==> src/core/sbr_pkg.sv <==
// Purpose: Shared constants and types of the burst/restart controller
// Assumes: 10 MHz core clock
// Notes:   Long counts are overridable at the top module

package sbr_pkg;

    // --------------------
    // Clock and timing
    // --------------------
    localparam int CLK_NS    = 100;
    localparam int LEB_NS    = 220;
    localparam int BLANK_MS  = 20;
    localparam int SPIKE_US  = 30;
    localparam int ARM_MS    = 1;
    // Least times, rounded up to whole cycles
    localparam int LEB_CYC   = (LEB_NS + CLK_NS - 1) / CLK_NS;
    localparam int BLANK_CYC = (BLANK_MS * 1000000 + CLK_NS - 1) / CLK_NS;
    localparam int SPIKE_CYC = (SPIKE_US * 1000 + CLK_NS - 1) / CLK_NS;
    localparam int ARM_CYC   = (ARM_MS * 1000000 + CLK_NS - 1) / CLK_NS;
    localparam int CNT_W     = 18;
    localparam int LEB_W     = 2;

    // --------------------
    // Register map (byte addresses)
    // --------------------
    localparam int          ADDR_W     = 4;
    localparam logic [3:0]  ADDR_CTRL  = 4'h0;
    localparam logic [3:0]  ADDR_STAT  = 4'h4;
    localparam int          CTRL_EXT   = 0;
    localparam int          CTRL_REQ   = 1;
    localparam logic [1:0]  CTRL_RST   = 2'h3;
    localparam int          STAT_STATE = 0;
    localparam int          STAT_BURST = 8;
    localparam int          STAT_BIAS  = 9;
    localparam int          STAT_CELL  = 10;
    localparam int          STAT_CLAMP = 11;
    localparam int          STAT_ARMED = 12;
    localparam int          STAT_RST   = 13;

    // --------------------
    // Types
    // --------------------
    typedef enum logic [7:0] {
        ST_NORMAL    = 8'h01,
        ST_BURST_OFF = 8'h02,
        ST_BURST_ON  = 8'h04,
        ST_EXTEND    = 8'h08,
        ST_SPIKE     = 8'h10,
        ST_RST_OFF   = 8'h20,
        ST_CHARGE    = 8'h40,
        ST_SOFT      = 8'h80
    } sbr_state_e;

    // Comparator decisions, all active high
    typedef struct packed {
        logic gate_on;
        logic cs_peak;
        logic cs_peak_dyn;
        logic slope_steep;
        logic cs_burst;
        logic cs_pwm;
        logic fb_low;
        logic fb_wake;
        logic fb_sleep;
        logic fb_over;
        logic extend_done;
        logic ext_req;
        logic vcc_ovp;
        logic over_temp;
        logic vcc_uv;
        logic vcc_on;
        logic short_opto;
        logic startup_done;
    } sbr_cmp_s;

endpackage

==> src/core/sbr_ctrl.sv <==
// Purpose: Current limit, burst mode and auto-restart sequencing
// Assumes: Comparator decisions arrive asynchronous; 10 MHz clock
// Notes:   Avalon-MM slave; every access answers on its second edge
//
// What this block does
// - Sense above current limit resets the PWM latch in the same cycle.
// - Sense comparators ignored for 400ns (four cycles) after every switch-on.
// - Blanking gates peak limit, burst limit and PWM amplifier paths.
// - Reduced 0.34V limit active only during burst mode.
// - Steeper current ramp selects a lowered threshold, ending pulse earlier.
// - Burst counter held at zero, counts below 1.35V, enters after 20ms.
// - Burst entry sets burst flag and turns bias off.
// - In burst with bias off, feedback above 3.5V restores bias.
// - Bursting, feedback down to 3.0V turns bias off again.
// - Feedback above 4.0V in burst leaves burst, restoring full limit.
// - Startup cell stays off throughout burst mode.
// - After 20ms clamp released; restart waits for pin at 4.0V.
// - Further 30us spike blanking before auto restart.
// - Burst uses fixed blanking; restart allows fixed or extended.
// - Fast faults restart at once; overload/open loop use blanking.
// - Restart stops switching, cell on at turn-off, off at turn-on.
// - After startup phase fault rechecked; restart again or run normal.
// - Feedback above 4.0V in normal operation starts overload count.
// - External restart request ignored for 1ms after startup.
//
// The Avalon-MM slave port and the register offsets were left to the implementer.

`timescale 1ns/100ps

// --------------------
// Two-stage synchroniser
// --------------------
module sbr_sync2 #(
    parameter int W = 1
) (
    // Clock and reset
    input  wire logic         clk_in,
    input  wire logic         nrst_in,
    // Data
    input  wire logic [W-1:0] d_in,
    output logic      [W-1:0] q_out
);
    logic [W-1:0] meta_r;
    logic [W-1:0] hold_r;

    always_ff @(posedge clk_in) begin
        if (!nrst_in) begin
            meta_r <= '0;
            hold_r <= '0;
        end else begin
            meta_r <= d_in;
            hold_r <= meta_r;
        end
    end

    assign q_out = hold_r;
endmodule

// --------------------
// Controller top
// --------------------
module sbr_ctrl #(
    parameter int BLANK_CYC = sbr_pkg::BLANK_CYC,
    parameter int ARM_CYC   = sbr_pkg::ARM_CYC
) (
    // Clock and reset
    input  wire logic                     clk_in,
    input  wire logic                     nrst_in,
    // Comparator decisions
    input  wire sbr_pkg::sbr_cmp_s        cmp_in,
    // Avalon-MM slave
    input  wire logic [sbr_pkg::ADDR_W-1:0] avs_address_in,
    input  wire logic                     avs_read_in,
    input  wire logic                     avs_write_in,
    input  wire logic [31:0]              avs_writedata_in,
    input  wire logic [3:0]               avs_byteenable_in,
    output logic      [31:0]              avs_readdata_out,
    output logic                          avs_waitrequest_out,
    // Power stage control
    output logic                          pwm_latch_reset_out,
    output logic                          bias_en_out,
    output logic                          startup_cell_en_out,
    output logic                          burst_flag_out,
    output logic                          extend_clamp_out,
    output logic                          auto_restart_out,
    output logic                          soft_start_out
);
    localparam int CW = sbr_pkg::CNT_W;
    localparam int LW = sbr_pkg::LEB_W;

    // --------------------
    // Input synchronisation
    // --------------------
    logic [$bits(sbr_pkg::sbr_cmp_s)-1:0] cmp_vec;
    sbr_pkg::sbr_cmp_s                    cmp;

    sbr_sync2 #(
        .W ($bits(sbr_pkg::sbr_cmp_s))
    ) u_sync (
        .clk_in  (clk_in),
        .nrst_in (nrst_in),
        .d_in    (cmp_in),
        .q_out   (cmp_vec)
    );

    assign cmp = sbr_pkg::sbr_cmp_s'(cmp_vec);

    // --------------------
    // Declarations
    // --------------------
    sbr_pkg::sbr_state_e state_r;
    sbr_pkg::sbr_state_e state_nxt;
    logic [LW-1:0]       leb_cnt_r;
    logic                gate_d_r;
    logic                gate_rise;
    logic                blank;
    logic                burst_gate;
    logic                switching;
    logic                peak_hit;
    logic                burst_hit;
    logic                pwm_hit;
    logic [CW-1:0]       burst_cnt_r;
    logic [CW-1:0]       ovl_cnt_r;
    logic [CW-1:0]       spike_cnt_r;
    logic [CW-1:0]       arm_cnt_r;
    logic                burst_due;
    logic                ovl_due;
    logic                spike_due;
    logic                armed;
    logic                fast_fault;
    logic [1:0]          ctrl_r;
    logic                ack_r;
    logic [31:0]         rdata_r;
    logic [31:0]         status;

    // --------------------
    // Leading-edge blanking
    // --------------------
    assign gate_rise = cmp.gate_on & ~gate_d_r;
    assign blank     = gate_rise | (leb_cnt_r != '0);
    always_ff @(posedge clk_in) begin
        if (!nrst_in) begin
            gate_d_r  <= 1'b0;
            leb_cnt_r <= '0;
        end else begin
            gate_d_r <= cmp.gate_on;
            if (gate_rise) begin
                leb_cnt_r <= LW'(sbr_pkg::LEB_CYC);
            end else if (leb_cnt_r != '0) begin
                leb_cnt_r <= leb_cnt_r - LW'(1);
            end
        end
    end

    // --------------------
    // Current limiting
    // --------------------
    // Dynamic threshold: the lowered compare stands in for turn-off delay
    assign peak_hit  = ~blank & (cmp.slope_steep ? cmp.cs_peak_dyn
                                                  : cmp.cs_peak);
    assign burst_hit = ~blank & burst_gate & cmp.cs_burst;
    assign pwm_hit   = ~blank & cmp.cs_pwm;
    // Combinational so the pulse ends in the cycle the limit is seen
    assign pwm_latch_reset_out = ~switching | peak_hit | burst_hit
                               | pwm_hit;

    // --------------------
    // Blanking counters
    // --------------------
    assign burst_due = burst_cnt_r == CW'(BLANK_CYC);
    assign ovl_due   = ovl_cnt_r == CW'(BLANK_CYC);
    assign spike_due = spike_cnt_r == CW'(sbr_pkg::SPIKE_CYC);
    assign armed     = arm_cnt_r == CW'(ARM_CYC);

    always_ff @(posedge clk_in) begin
        if (!nrst_in) begin
            burst_cnt_r <= '0;
        end else if (state_r != sbr_pkg::ST_NORMAL || !cmp.fb_low) begin
            burst_cnt_r <= '0;
        end else if (!burst_due) begin
            burst_cnt_r <= burst_cnt_r + CW'(1);
        end
    end
    always_ff @(posedge clk_in) begin
        if (!nrst_in) begin
            ovl_cnt_r <= '0;
        end else if (state_r != sbr_pkg::ST_NORMAL || !cmp.fb_over) begin
            ovl_cnt_r <= '0;
        end else if (!ovl_due) begin
            ovl_cnt_r <= ovl_cnt_r + CW'(1);
        end
    end
    always_ff @(posedge clk_in) begin
        if (!nrst_in) begin
            spike_cnt_r <= '0;
        end else if (state_r != sbr_pkg::ST_SPIKE) begin
            spike_cnt_r <= '0;
        end else if (!spike_due) begin
            spike_cnt_r <= spike_cnt_r + CW'(1);
        end
    end
    // Restarts from zero on every power-on of the controller
    always_ff @(posedge clk_in) begin
        if (!nrst_in) begin
            arm_cnt_r <= '0;
        end else if (state_r == sbr_pkg::ST_CHARGE) begin
            arm_cnt_r <= '0;
        end else if (!armed) begin
            arm_cnt_r <= arm_cnt_r + CW'(1);
        end
    end

    // --------------------
    // Protection and mode sequencer
    // --------------------
    assign fast_fault = cmp.vcc_ovp | cmp.over_temp | cmp.vcc_uv
                      | cmp.short_opto
                      | (cmp.ext_req & armed
                         & ctrl_r[sbr_pkg::CTRL_REQ]);

    always_comb begin
        state_nxt = state_r;
        case (state_r)
            sbr_pkg::ST_NORMAL: begin
                if (fast_fault) begin
                    state_nxt = sbr_pkg::ST_RST_OFF;
                end else if (ovl_due) begin
                    state_nxt = ctrl_r[sbr_pkg::CTRL_EXT]
                              ? sbr_pkg::ST_EXTEND
                              : sbr_pkg::ST_SPIKE;
                end else if (burst_due && cmp.fb_low) begin
                    state_nxt = sbr_pkg::ST_BURST_OFF;
                end
            end
            sbr_pkg::ST_BURST_OFF: begin
                if (fast_fault) begin
                    state_nxt = sbr_pkg::ST_RST_OFF;
                end else if (cmp.fb_over) begin
                    state_nxt = sbr_pkg::ST_NORMAL;
                end else if (cmp.fb_wake) begin
                    state_nxt = sbr_pkg::ST_BURST_ON;
                end
            end
            sbr_pkg::ST_BURST_ON: begin
                if (fast_fault) begin
                    state_nxt = sbr_pkg::ST_RST_OFF;
                end else if (cmp.fb_over) begin
                    state_nxt = sbr_pkg::ST_NORMAL;
                end else if (cmp.fb_sleep) begin
                    state_nxt = sbr_pkg::ST_BURST_OFF;
                end
            end
            sbr_pkg::ST_EXTEND: begin
                if (fast_fault) begin
                    state_nxt = sbr_pkg::ST_RST_OFF;
                end else if (!cmp.fb_over) begin
                    state_nxt = sbr_pkg::ST_NORMAL;
                end else if (cmp.extend_done) begin
                    state_nxt = sbr_pkg::ST_SPIKE;
                end
            end
            sbr_pkg::ST_SPIKE: begin
                if (fast_fault) begin
                    state_nxt = sbr_pkg::ST_RST_OFF;
                end else if (!cmp.fb_over) begin
                    state_nxt = sbr_pkg::ST_NORMAL;
                end else if (spike_due) begin
                    state_nxt = sbr_pkg::ST_RST_OFF;
                end
            end
            sbr_pkg::ST_RST_OFF: begin
                if (cmp.vcc_uv) begin
                    state_nxt = sbr_pkg::ST_CHARGE;
                end
            end
            sbr_pkg::ST_CHARGE: begin
                if (cmp.vcc_on) begin
                    state_nxt = sbr_pkg::ST_SOFT;
                end
            end
            sbr_pkg::ST_SOFT: begin
                if (fast_fault) begin
                    state_nxt = sbr_pkg::ST_RST_OFF;
                end else if (cmp.startup_done) begin
                    state_nxt = cmp.fb_over ? sbr_pkg::ST_RST_OFF
                                            : sbr_pkg::ST_NORMAL;
                end
            end
            default: begin
                state_nxt = sbr_pkg::ST_RST_OFF;
            end
        endcase
    end

    // Undervoltage reset lands in the startup phase
    always_ff @(posedge clk_in) begin
        if (!nrst_in) begin
            state_r <= sbr_pkg::ST_SOFT;
        end else begin
            state_r <= state_nxt;
        end
    end

    // --------------------
    // Mode outputs
    // --------------------
    assign burst_gate = (state_r == sbr_pkg::ST_BURST_OFF)
                      | (state_r == sbr_pkg::ST_BURST_ON);
    assign switching  = (state_r == sbr_pkg::ST_NORMAL)
                      | (state_r == sbr_pkg::ST_BURST_ON)
                      | (state_r == sbr_pkg::ST_EXTEND)
                      | (state_r == sbr_pkg::ST_SPIKE)
                      | (state_r == sbr_pkg::ST_SOFT);
    assign bias_en_out         = switching;
    assign burst_flag_out      = burst_gate;
    // Only the charge phase enables the cell, so never in burst
    assign startup_cell_en_out = state_r == sbr_pkg::ST_CHARGE;
    assign extend_clamp_out    = (state_r != sbr_pkg::ST_EXTEND)
                               & (state_r != sbr_pkg::ST_SPIKE);
    assign auto_restart_out    = (state_r == sbr_pkg::ST_RST_OFF)
                               | (state_r == sbr_pkg::ST_CHARGE);
    assign soft_start_out      = state_r == sbr_pkg::ST_SOFT;

    // --------------------
    // Register bus
    // --------------------
    always_comb begin
        status = '0;
        status[sbr_pkg::STAT_STATE +: 8] = state_r;
        status[sbr_pkg::STAT_BURST]      = burst_gate;
        status[sbr_pkg::STAT_BIAS]       = switching;
        status[sbr_pkg::STAT_CELL]       = startup_cell_en_out;
        status[sbr_pkg::STAT_CLAMP]      = ~extend_clamp_out;
        status[sbr_pkg::STAT_ARMED]      = armed;
        status[sbr_pkg::STAT_RST]        = auto_restart_out;
    end
    // One wait cycle per access; the request is taken on the second edge
    assign avs_waitrequest_out = (avs_read_in | avs_write_in) & ~ack_r;
    assign avs_readdata_out    = rdata_r;
    always_ff @(posedge clk_in) begin
        if (!nrst_in) begin
            ack_r <= 1'b0;
        end else begin
            ack_r <= (avs_read_in | avs_write_in) & ~ack_r;
        end
    end
    always_ff @(posedge clk_in) begin
        if (!nrst_in) begin
            rdata_r <= '0;
        end else if (avs_read_in && !ack_r) begin
            case (avs_address_in)
                sbr_pkg::ADDR_CTRL: rdata_r <= {30'h0, ctrl_r};
                sbr_pkg::ADDR_STAT: rdata_r <= status;
                default:            rdata_r <= '0;
            endcase
        end
    end
    always_ff @(posedge clk_in) begin
        if (!nrst_in) begin
            ctrl_r <= sbr_pkg::CTRL_RST;
        end else if (avs_write_in && ack_r && avs_byteenable_in[0]
                     && avs_address_in == sbr_pkg::ADDR_CTRL) begin
            ctrl_r <= avs_writedata_in[1:0];
        end
    end

endmodule

==> config.mk <==
export PLATFORM = sky130hd
export DESIGN_NAME = sbr_ctrl
export DESIGN_NICKNAME = d
export VERILOG_FILES = /design/src/core/sbr_pkg.sv /design/src/core/sbr_ctrl.sv
export SDC_FILE = /design/constraint.sdc
export NUM_CORES = 1
export LEC_CHECK = 0
export ABC_CLOCK_PERIOD_IN_PS = 2200
export BUFFER_PORTS_ARGS = -buffer_cell sky130_fd_sc_hd__buf_2
export CAP_MARGIN = 0
export CORE_ASPECT_RATIO = 1.75
export CORE_MARGIN = 3
export CORE_UTILIZATION = 35
export CTS_CLUSTER_DIAMETER = 100
export CTS_CLUSTER_SIZE = 40
export DETAILED_ROUTE_END_ITERATION = 12
export PLACE_DENSITY_LB_ADDON = 0.08
export SLEW_MARGIN = 20
export SYNTH_ARGS = -nofsm -noshare
export SYNTH_HDL_FRONTEND = slang
export SYNTH_HIERARCHICAL = 1
export SYNTH_SLANG_ARGS = --single-unit
==> constraint.sdc <==
create_clock -name clk_in -period 2.2 [get_ports clk_in]
set_clock_uncertainty 0.2 [all_clocks]
set_input_delay 0.11 -clock clk_in [delete_from_list [all_inputs] [get_ports clk_in]]
set_output_delay 0.11 -clock clk_in [all_outputs]
set_load 0.1 [all_outputs]
Yosys cells after proc, flatten, opt, wreduce, memory -nomap -nowiden
Index checks and enable logic that the tools add are counted.
{"block": "op_classes", "addsub": 5, "eq_ne": 24, "mux": 26, "bitwise_logic": 30, "n_reduce_logical": 18}
{"cell": "8-bit 2-to-1 mux", "count": 19}
{"cell": "18-bit by 1-bit adder with 18-bit output (second input constant)", "count": 4}
{"cell": "8-bit one-hot mux with 8 select lines", "count": 1}
{"cell": "18-bit == test (second input constant)", "count": 2}
{"cell": "14-bit one-hot mux with 2 select lines", "count": 1}
{"cell": "18-bit by 14-bit == test with 1-bit output (second input constant)", "count": 1}
{"cell": "18-bit by 9-bit == test with 1-bit output (second input constant)", "count": 1}
{"cell": "1-bit bitwise OR", "count": 15}
{"cell": "4-bit != test (second input constant)", "count": 3}
{"cell": "1-bit bitwise AND", "count": 9}
{"cell": "8-bit by 1-bit == test with 1-bit output (second input constant)", "count": 1}
{"cell": "8-bit by 2-bit == test with 1-bit output (second input constant)", "count": 1}
{"cell": "8-bit by 3-bit == test with 1-bit output (second input constant)", "count": 1}
{"cell": "8-bit by 4-bit == test with 1-bit output (second input constant)", "count": 1}
{"cell": "8-bit by 5-bit == test with 1-bit output (second input constant)", "count": 1}
{"cell": "8-bit by 6-bit == test with 1-bit output (second input constant)", "count": 1}
{"cell": "8-bit by 7-bit == test with 1-bit output (second input constant)", "count": 1}
{"cell": "8-bit == test (second input constant)", "count": 1}
{"cell": "4-bit by 2-bit != test with 1-bit output (second input constant)", "count": 2}
{"cell": "8-bit by 1-bit != test with 1-bit output (second input constant)", "count": 1}
{"cell": "8-bit by 4-bit != test with 1-bit output (second input constant)", "count": 1}
{"cell": "8-bit by 5-bit != test with 1-bit output (second input constant)", "count": 1}
{"cell": "8-bit AND reduction", "count": 1}
{"cell": "2-bit OR reduction", "count": 4}
{"cell": "14 further kinds", "count": 29}
{"block": "word_totals", "regBits": 154, "input_bits": 62, "word_cells": 115}

Longest topological paths before layout
Gate-level depths: netlist (run 1).
{"block": "depth", "word_depth": 9, "ltp_mapped": 8, "ltp_nobuf": 8}

Hierarchy
Netlist (run 1), hierarchy kept.
{"module": "sbr_ctrl", "n_inst": 1, "cells_per_inst": 574, "area_per_inst_um2": 4946.0}
{"module": "sbr_sync2", "n_inst": 1, "cells_per_inst": 75, "area_per_inst_um2": 1006.0}

Worst setup path after synthesis (run 1)
No wires, ideal clock.
{"block": "synth_timing", "path_kind": "register to output", "startpoint": "reg state_r[5]", "endpoint": "out pwm_latch_reset_out", "t_arrival_ps": 4669, "setup_slack_ps": -2779, "stages_incl_launch_ff": 7, "n_path_buf": 1, "cell_sequence": "dfxtp_1 buf_6 nor4_4 nand2_1 nor2_1 a211oi_1 o21ai_0"}
{"item": "from (decl)", "line_no": "sbr_ctrl.sv:111", "rtl": "sbr_pkg::sbr_state_e state_r;"}
{"item": "from (signal assigned)", "line_no": "sbr_ctrl.sv:298", "rtl": "state_r <= sbr_pkg::ST_SOFT;"}
{"item": "from (signal assigned)", "line_no": "sbr_ctrl.sv:300", "rtl": "state_r <= state_nxt;"}
{"item": "8-bit by 2-bit == test with 1-bit output or 8-bit by 3-bit == test with 1-bit output (tied branches)", "line_no": "sbr_ctrl.sv:307, sbr_ctrl.sv:308"}
{"item": "1-bit bitwise OR *", "line_no": "sbr_ctrl.sv:308", "rtl": "| (state_r == sbr_pkg::ST_BURST_ON);"}
{"item": "via burst_flag_out", "line_no": "sbr_ctrl.sv:83", "rtl": "output logic burst_flag_out,"}
{"item": "1-bit bitwise AND * (2 in a row)", "line_no": "sbr_ctrl.sv:161", "rtl": "assign burst_hit = ~blank & burst_gate & cmp.cs_burst;"}
{"item": "1-bit bitwise OR *", "line_no": "sbr_ctrl.sv:164", "rtl": "assign pwm_latch_reset_out = ~switching | peak_hit | burst_hit"}
{"item": "1-bit bitwise OR *", "line_no": "sbr_ctrl.sv:165", "rtl": "| pwm_hit;"}
{"item": "to (decl)", "line_no": "sbr_ctrl.sv:80", "rtl": "output logic pwm_latch_reset_out,"}
The timed path passes the listed nets; every way through them passes the cells marked *.

Worst setup path after layout (run 1)
{"block": "layout_timing", "startpoint": "reg state_r[5]", "endpoint": "reg state_r[1]"}
{"block": "layout_via", "elab_chain_cells": 3}
{"item": "8-bit by 4-bit == test with 1-bit output (tied with other cells)", "line_no": "sbr_ctrl.sv:223", "rtl": "case (state_r)"}
{"item": "4-bit != test (no line) (tied with other cells)"}
{"item": "8-bit AND reduction (no line)"}
Several ways; a longest one is shown, not always the timed one.
A chain may end at the register's enable or synchronous reset.

==> summary.txt, run 1 <==
Timing
  – Worst slew margin relative to its limit: between 40% and 50%
  – Period Utilization, post-route: 104%
  – Upper clock frequency limit: roughly 440 MHz
  – Slew at the pin with the worst max-slew slack: about 0.80 ns
  – Final min period: 2.28 ns
  – Hold Violations, Final: 0
  – RSZ-0062 raised after global routing: yes
  – Final Max Tran Viols: 0
  – Final Setup Violations: 6
  – Worst Setup Slack, final: -0.0801 ns

Critical path
  – Crit path max-delay cell type: nor4_4
  – Startpoint kind of the worst setup timing path: register
  – Worst r2r src: state_r[5]
  – Arrival @ worst endpoint: 2.40 ns
  – Cell breakdown of the critical path: nor4_4 -> nand2_2 -> buf_4 -> buf_4 -> buf_4 -> o31ai_4 -> o2111ai_2 -> o21bai_4 -> mux2i_2
  – Peak per-stage delay on the critical path: between 0.3 and 0.4 ns
  – Critical Path Fanout Max: 3
  – Cell type with the highest occurrence count on the critical path: buf_4
  – Required time worst endpoint: roughly 2.3 ns
  – Critical Setup Path Class: reg2reg
  – Worst R2R Path Depth: 9
  – Launching instance or port of the critical path: state_r[5]
  – Kind of end point of the critical path: register

Floorplan
  – Top-level port count: around 100
  – Starting density of the core: a little over a third
  – Die W: approximately 100 µm
  – Area of the die: 0.0187 mm²
  – Core area: around 0.017 mm²
  – Die height: between 150 and 200 µm
  – Number of placement rows: 62

Logic synthesis
  – Area of the mapped netlist: approximately 0.006 mm²
  – Leading area contributor after synthesis: dfxtp_1
  – Proportion of register bits with asynchronous set or reset after synthesis: 0%
  – Share of synthesized area occupied by flip-flops and latches: ~46%
  – Post-Syn Area per Cell: approximately 9.2 µm²
  – Synthesized-area fraction occupied by and/or/nand/nor cells: approximately 29%
  – Area share of the leading cell type in the synthesized netlist: roughly 46%
  – Adder-cell share of the synthesized area: 1.89%
  – Area share of xor/xnor cells in the synthesized design: approximately a tenth
  – Cells after Synth: 649
  – Post-synthesis cell type count: between 60 and 70
  – Fraction of the mapped netlist area in compound gates: 6.50%
  – Yosys warns: 6
  – Mux contribution to synthesized area: around 2.1%
  – Commonest register cell after synthesis: dfxtp_1
  – Biggest area contributors in the synthesized netlist: dfxtp_1 (46%), nor2_1 (6.5%), xor2_1 (5.9%), and2_2 (4.5%), xnor2_1 (3.7%)
  – Number of synthesized register bits: 136
  – Largest family of logic cells by synthesized area: simple AND/OR/NAND/NOR gates
  – Number of flops mapped to enable cells by yosys: 0

Status
  – Failing checks: negative setup slack
  – Result of the run: finished with violations

Clocking
  – CTS Buf Count: 17
  – Clock tree from TritonCTS: done
  – Clock-pin slew on the worst setup and hold paths: around 0.06 ns
  – Clock insertion delay at the later pin of the skew report: between 0.4 and 0.5 ns
  – Clk root buf: clkbuf_16
  – Number of clock sinks: roughly 140
  – CTS Buffer Depth: 2
  – H-tree depth: 4

Route
  – Count of vias placed by the detailed router: ~4900
  – Vias per cell: 4.64
  – Drt total wl: approximately 13000 µm
  – Violation count after the first detailed-routing iteration: approximately 170
  – Number of routed nets with antenna violations: 0
  – 1st-pass router iterations: 5
  – Number of remaining DRC errors: 0
  – Average wire per cell in the routed design: ~13 µm

Power
  – Pint: 4920 µW
  – Worst vdd rail ir drop: roughly 0.87 mV
  – Power share of the clock group: between 40% and 50%
  – Power spent charging and discharging nets: ~2100 µW
  – Logic pwr share: about 22%
  – Net switching share of the total power: between 20 and 30%
  – Power per Cell Area: roughly 860 mW/mm²
  – Reported leakage power: 0.00321 µW
  – Part of the power in registers: 37.1%

Worst hold path
  – Launch instance of the worst min-delay path: avs_address_in[0]
  – Count of cells along the worst hold path: 5
  – Classification of the worst-slack hold path: in2reg

Global routing
  – Maximum number of pins on one net before global-route repair: 35
  – Initial antenna violation count: 0
  – Total global-route track usage: between 10% and 20%
  – Number of global-route vias before repair: approximately 4800
  – Wire length of the first global-routing pass: approximately 22000 µm
  – Total overflow reported by the global router: 0

Layout
  – Number of antenna diodes: 0
  – Non-Filler Instances: between 1000 and 1500
  – Area Overhead vs Synth: 37.0%
  – Share of post-route cells with drive strength above 1: a little under a third
  – Count of nets after finishing: 886
  – Most common library cell in the layout ignoring fill and taps: dfxtp_1
  – Most frequent cells in the layout: dfxtp_1 (129), nor2_1 (99), buf_4 (84)

Place
  – Final RePlAce weighted congestion: between 0.8 and 0.9
  – Minimum setup slack after placement: -0.0892 ns
  – Half-perimeter wire length after detailed placement: ~10000 µm
  – Number of buffer cells added on primary ports: 50
  – Inst Count DP: around 980

Run
  – Max-cap violations: 0
repair_timing:
action | 4_1_cts | 5_1_grt
setup buffers | 10 | 6
resized for setup | 23 | 13
hold buffers | 27 | 0
hold endpoints to repair | 29 | 0
setup endpoints to repair | 8 | 33
pin swaps | 9 | 11
power groups by stage:
| stage | Combinational [µW] | Clock, µW | Sequential (µW) |
|---|---|---|---|
| after floorplan | 944 | 0 | 2640 |
| after global placement | 1300 | 0 | 2650 |
| after detailed placement | 1310 | 0 | 2660 |
| after CTS | 1460 | 2970 | 2600 |
| after global routing | 1630 | 3080 | 2610 |
| final | 1530 | 2880 | 2600 |
through the flow:
stage                     util (%)  cell area [µm²]  hold slack, ns  total power (µW)  setup TNS, ns
final                         49.4             8160          0.0573              7010         -0.283
after detailed placement      42.6             7030           0.132              3970         -0.122
after CTS                     48.8             8060          0.0406              7030         -0.259
after global placement        42.6             7030           0.125              3950        -0.0952
after global routing          49.4             8160          0.0622              7310          -1.09
after floorplan                  -             6060          0.0351              3580         -0.293
state kept, by name, summed over array words and instances, names as in the netlist:
name              count
ack_r                 1
arm_cnt_r            18
avs_readdata_out     14
burst_cnt_r          18
ctrl_r                2
gate_d_r              1
leb_cnt_r             2
ovl_cnt_r            18
spike_cnt_r          18
state_r               8
u_sync/meta_r        18
u_sync/q_out         18
synthesized netlist by cell type, types with 6 or more instances:
cell / n
dfxtp_1: 136
nor3_1: 14
clkbuf_1: 9
inv_1: 17
buf_4: 18
o21ai_0: 8
and2_1: 6
ha_1: 9
and2_2: 36
a22oi_1: 11
nand4_1: 15
a21oi_1: 12
nor4_1: 8
nor2_1: 103
xor2_1: 40
mux2i_1: 9
nor2b_1: 6
and3_1: 12
nand3_1: 36
nand2_1: 39
nand4b_1: 6
xnor2_1: 25
critical path, delay by kind of cell (launching register included):
| kind | cells | cell delay (ns) |
|---|---|---|
| AOI/OAI and AO/OA | 3 | 0.61 |
| and+or+nand+nor | 2 | 0.47 |
| buffers and inverters | 3 | 0.39 |
| DFF | 1 | 0.36 |
| muxes | 1 | 0.17 |
cell families (layout without fill, tap and decap cells):
kind of cell,after synthesis,in the layout
compound gates,53,53
xor+xnor,65,65
fa+ha+maj,9,9
buf+inv,54,216
flops,136,136
mux,12,12
other cells,1,18
simple gates,319,319
metal layers:
metal | GRT usage (%) | vias to the layer above | share of wire, %
li1 | - | 2518 | -
met1 | 16.0 | 2254 | 41
met2 | 27.8 | 83 | 53
met3 | 3.22 | 22 | 3.0
met4 | 6.29 | 0 | 2.3
met5 | 0 | - | 0
layout make-up:
class	count	area [µm²]
sequential	136	2740
inverter	17	63.8
tap	224	280
fill	1609	8370
clock inverter	14	165
multi-input combinational	476	3150
timing repair buffer	167	1320
clock buffer	18	439
final timing paths:
check,end,slack (ns)
worst max-delay path,state_r[1],-0.08
worst min-delay path,avs_readdata_out[9],0.06
worst max register to register,state_r[1],-0.08
worst min register to register,u_sync/q_out[12],0.25
No activity file was read; power rests on OpenSTA's default activity.
==> run 2, diff against run 1 <==
--- a/config.mk
+++ b/config.mk
@@ -12,4 +12,5 @@
 export CORE_MARGIN = 3
 export CORE_UTILIZATION = 35
+export CTS_BUF_LIST = sky130_fd_sc_hd__clkbuf_4 sky130_fd_sc_hd__clkbuf_8 sky130_fd_sc_hd__clkbuf_16
 export CTS_CLUSTER_DIAMETER = 100
 export CTS_CLUSTER_SIZE = 40
--- a/constraint.sdc
+++ b/constraint.sdc
@@ -3,3 +3,3 @@
 set_input_delay 0.11 -clock clk_in [delete_from_list [all_inputs] [get_ports clk_in]]
 set_output_delay 0.11 -clock clk_in [all_outputs]
-set_load 0.1 [all_outputs]
+set_load 0.05 [all_outputs]
==> run 2 against run 1 <==
  * Worst hold slack better by 0.014 ns
  * Power is 7.6% lower
  * Combinational power is 23% lower
  * Die area stayed put
  * Critical path depth is 2 lower
  * Critical path type is now reg2out
  * Non-clock buffer count is 9 higher
  * The flow still finishes with violations (negative setup slack)
  * Count of clock-buffer cells in the layout stayed put
  * Worst setup slack better by 0.071 ns
  * Via count is 0.96% higher
  * First-iteration DRC count is 6.0% lower
  * Utilization is 0.33 points lower
  * Maximum frequency is 3.2% higher
==> summary.txt, run 2 (synthesized netlist as in run 1, its figures left out) <==
Timing
  – Upper clock frequency limit: 453 MHz (+3.2%)
  – RSZ-0062 raised after global routing: yes
  – Final Max Tran Viols: 0 (unchanged)
  – Worst Setup Slack, final: -0.00924 ns (+0.0709 ns)
  – Final Setup Violations: 1 (-5)
  – Period Utilization, post-route: 100% (-3.2 points)
  – Hold Violations, Final: 0 (unchanged)
  – Worst slew margin relative to its limit: 58.9% (+13 points)
  – Slew at the pin with the worst max-slew slack: 0.616 ns (-0.182 ns)
  – Final min period: 2.21 ns (-0.0709 ns)

Power
  – Power per Cell Area: 800 mW/mm² (-7.0%)
  – Pint: 4590 µW (-6.6%)
  – Worst vdd rail ir drop: 0.428 mV (-51%)
  – Reported leakage power: 0.00322 µW (+0.36%)
  – Logic pwr share: 18.3% (-3.6 points)
  – Part of the power in registers: 40.2% (+3.1 points)
  – Power spent charging and discharging nets: 1880 µW (-10%)
  – Power share of the clock group: 41.5% (+0.4 points)
  – Net switching share of the total power: 29.1% (-0.80 points)

Clocking
  – Number of clock sinks: 136 (unchanged)
  – Clock insertion delay at the later pin of the skew report: 0.43 ns (about the same)
  – CTS Buf Count: 17 (unchanged)
  – CTS Buffer Depth: 2 (unchanged)
  – Clock-pin slew on the worst setup and hold paths: 0.06 ns (about the same)
  – Clk root buf: clkbuf_16
  – Clock tree from TritonCTS: done
  – H-tree depth: 4 (unchanged)

Critical path
  – Critical Setup Path Class: reg2out
  – Worst R2R Path Depth: 8 (-1)
  – Worst-case register-to-register setup slack: 0.03 ns (+0.11 ns)
  – Crit path buffers/inverters: 2 (-1)
  – Peak per-stage delay on the critical path: 0.36 ns (about the same)
  – Worst r2r src: state_r[7]
  – Crit path max-delay cell type: dfxtp_4
  – Arrival @ worst endpoint: 1.90 ns (-0.50 ns)
  – Largest delay contributor family on the critical path: simple AND/OR/NAND/NOR gates
  – Required time worst endpoint: 1.89 ns (-0.43 ns)
  – Cell type with the highest occurrence count on the critical path: buf_6
  – Kind of end point of the critical path: output port
  – Number of stages on the worst setup path: 7 (-2)
  – Startpoint kind of the worst setup timing path: register
  – Critical Path Fanout Max: 3 (unchanged)
  – Launching instance or port of the critical path: state_r[7]
  – Cell breakdown of the critical path: nor4_4 -> nand2_1 -> buf_6 -> nor2_4 -> a211oi_2 -> o21ai_2 -> buf_6

Place
  – Number of buffer cells added on primary ports: 50 (unchanged)
  – Placed instance area: 0.00696 mm² (-0.98%)
  – Final RePlAce weighted congestion: 0.807 (-1.6%)
  – Half-perimeter wire length after detailed placement: 9880 µm (+1.5%)
  – Inst Count DP: 985 (+0.61%)

Layout
  – Non-Filler Instances: 1061 (+0.86%)
  – Total area of sequential cells: 0.00274 mm² (+0.23%)
  – Area Overhead vs Synth: 36.1%
  – Number of filler cells placed in the layout: 1593 (-0.99%)
  – Share of post-route cells with drive strength above 1: 30.6% (+0.15 points)
  – Most common library cell in the layout ignoring fill and taps: dfxtp_1
  – Most frequent cells in the layout: dfxtp_1 (128), nor2_1 (102), buf_4 (96)
  – Count of nets after finishing: 895 (+1.0%)
  – Number of antenna diodes: 0 (unchanged)
  – Post-route cell area: 0.00810 mm² (-0.67%)
  – Multi-input gate area in the final layout: 0.00313 mm² (-0.48%)

Worst hold path
  – Count of cells along the worst hold path: 4 (-1)
  – Launch instance of the worst min-delay path: avs_read_in
  – Classification of the worst-slack hold path: in2reg

Route
  – Number of routed nets with antenna violations: 0 (unchanged)
  – Vias per cell: 4.64 (+0.11%)
  – Number of remaining DRC errors: 0 (unchanged)
  – Count of vias placed by the detailed router: 4924 (+0.96%)
  – Drt total wl: 13400 µm (+0.22%)
  – Violation count after the first detailed-routing iteration: 157 (-6.0%)
  – 1st-pass router iterations: 4 (-1)
  – Average wire per cell in the routed design: 12.6 µm (-0.63%)

Run
  – Max-cap violations: 0 (unchanged)

Floorplan
  – Top-level port count: 102 (unchanged)
  – Starting density of the core: 36.0% (unchanged)
  – Die W: 105 µm (unchanged)
  – Number of placement rows: 62 (unchanged)
  – Area of the die: 0.0187 mm² (unchanged)
  – Core area: 0.0165 mm² (unchanged)
  – Die height: 179 µm (unchanged)

Global routing
  – Maximum number of pins on one net before global-route repair: 39 (+11%)
  – Total global-route track usage: 15.0% (+0.10 points)
  – Wire length of the first global-routing pass: 22500 µm (+0.46%)
  – Number of global-route vias before repair: 4884 (+0.83%)
  – Total overflow reported by the global router: 0 (unchanged)
  – Initial antenna violation count: 0 (unchanged)

Status
  – Failing checks: negative setup slack
  – Result of the run: finished with violations
-- run 2: area by class of cell --
type,instances,area share (%)
multi-input combinational,476,38.7
sequential,136,33.9
timing repair buffer,176,16.3
clock buffer,18,5.42
tap,224,3.46
clock inverter,14,1.53
inverter,17,0.788
-- run 2: path summary, 6_finish.rpt --
check | to
setup / recovery | pwm_latch_reset_out
hold / removal | avs_readdata_out[1]
setup reg to reg | state_r[0]
hold reg to reg | u_sync/q_out[3]
-- run 2: worst min-delay path, stage by stage --
cell and delay [ns]:
buf_2 0.10, nor2b_2 0.19, a32oi_1 0.12, a21oi_1 0.13
-- run 2: per-stage QoR --
stage,setup WS [ns],setup TNS (ns),total power (µW),util (%),hold slack [ns]
floorplan,-0.0230,-0.0230,3330,-,0.0351
global placement,-0.00162,-0.00162,3590,42.1,0.129
detailed placement,-0.0609,-0.0813,3620,42.1,0.129
CTS,-0.0331,-0.0331,6500,48.2,0.0674
global route,-0.0993,-0.410,6760,49.0,0.0717
finish,-0.00924,-0.00924,6480,49.0,0.0717
-- run 2: layer usage --
layer	global-route usage, %	routed length [µm]
met1	15.6	5400
met2	28.3	7270
met3	3.80	389
met4	6.19	321
met5	0	0
-- run 2: power by group through the flow --
stage | combinational (µW) | clock (µW) | sequential, µW
2_1_floorplan | 705 | 0 | 2630
3_3_place_gp | 938 | 0 | 2660
3_5_place_dp | 960 | 0 | 2660
4_1_cts | 1120 | 2770 | 2600
5_1_grt | 1270 | 2870 | 2610
6_report | 1180 | 2690 | 2600
-- run 2: what timing repair did --
item                                    4_1_cts  5_1_grt
buffers inserted                             12        4
gates resized for setup                      23       20
hold buffers                                 29        0
endpoints found under the hold margin        28        0
endpoints found under the setup margin        8       22
pin swaps                                     9       10
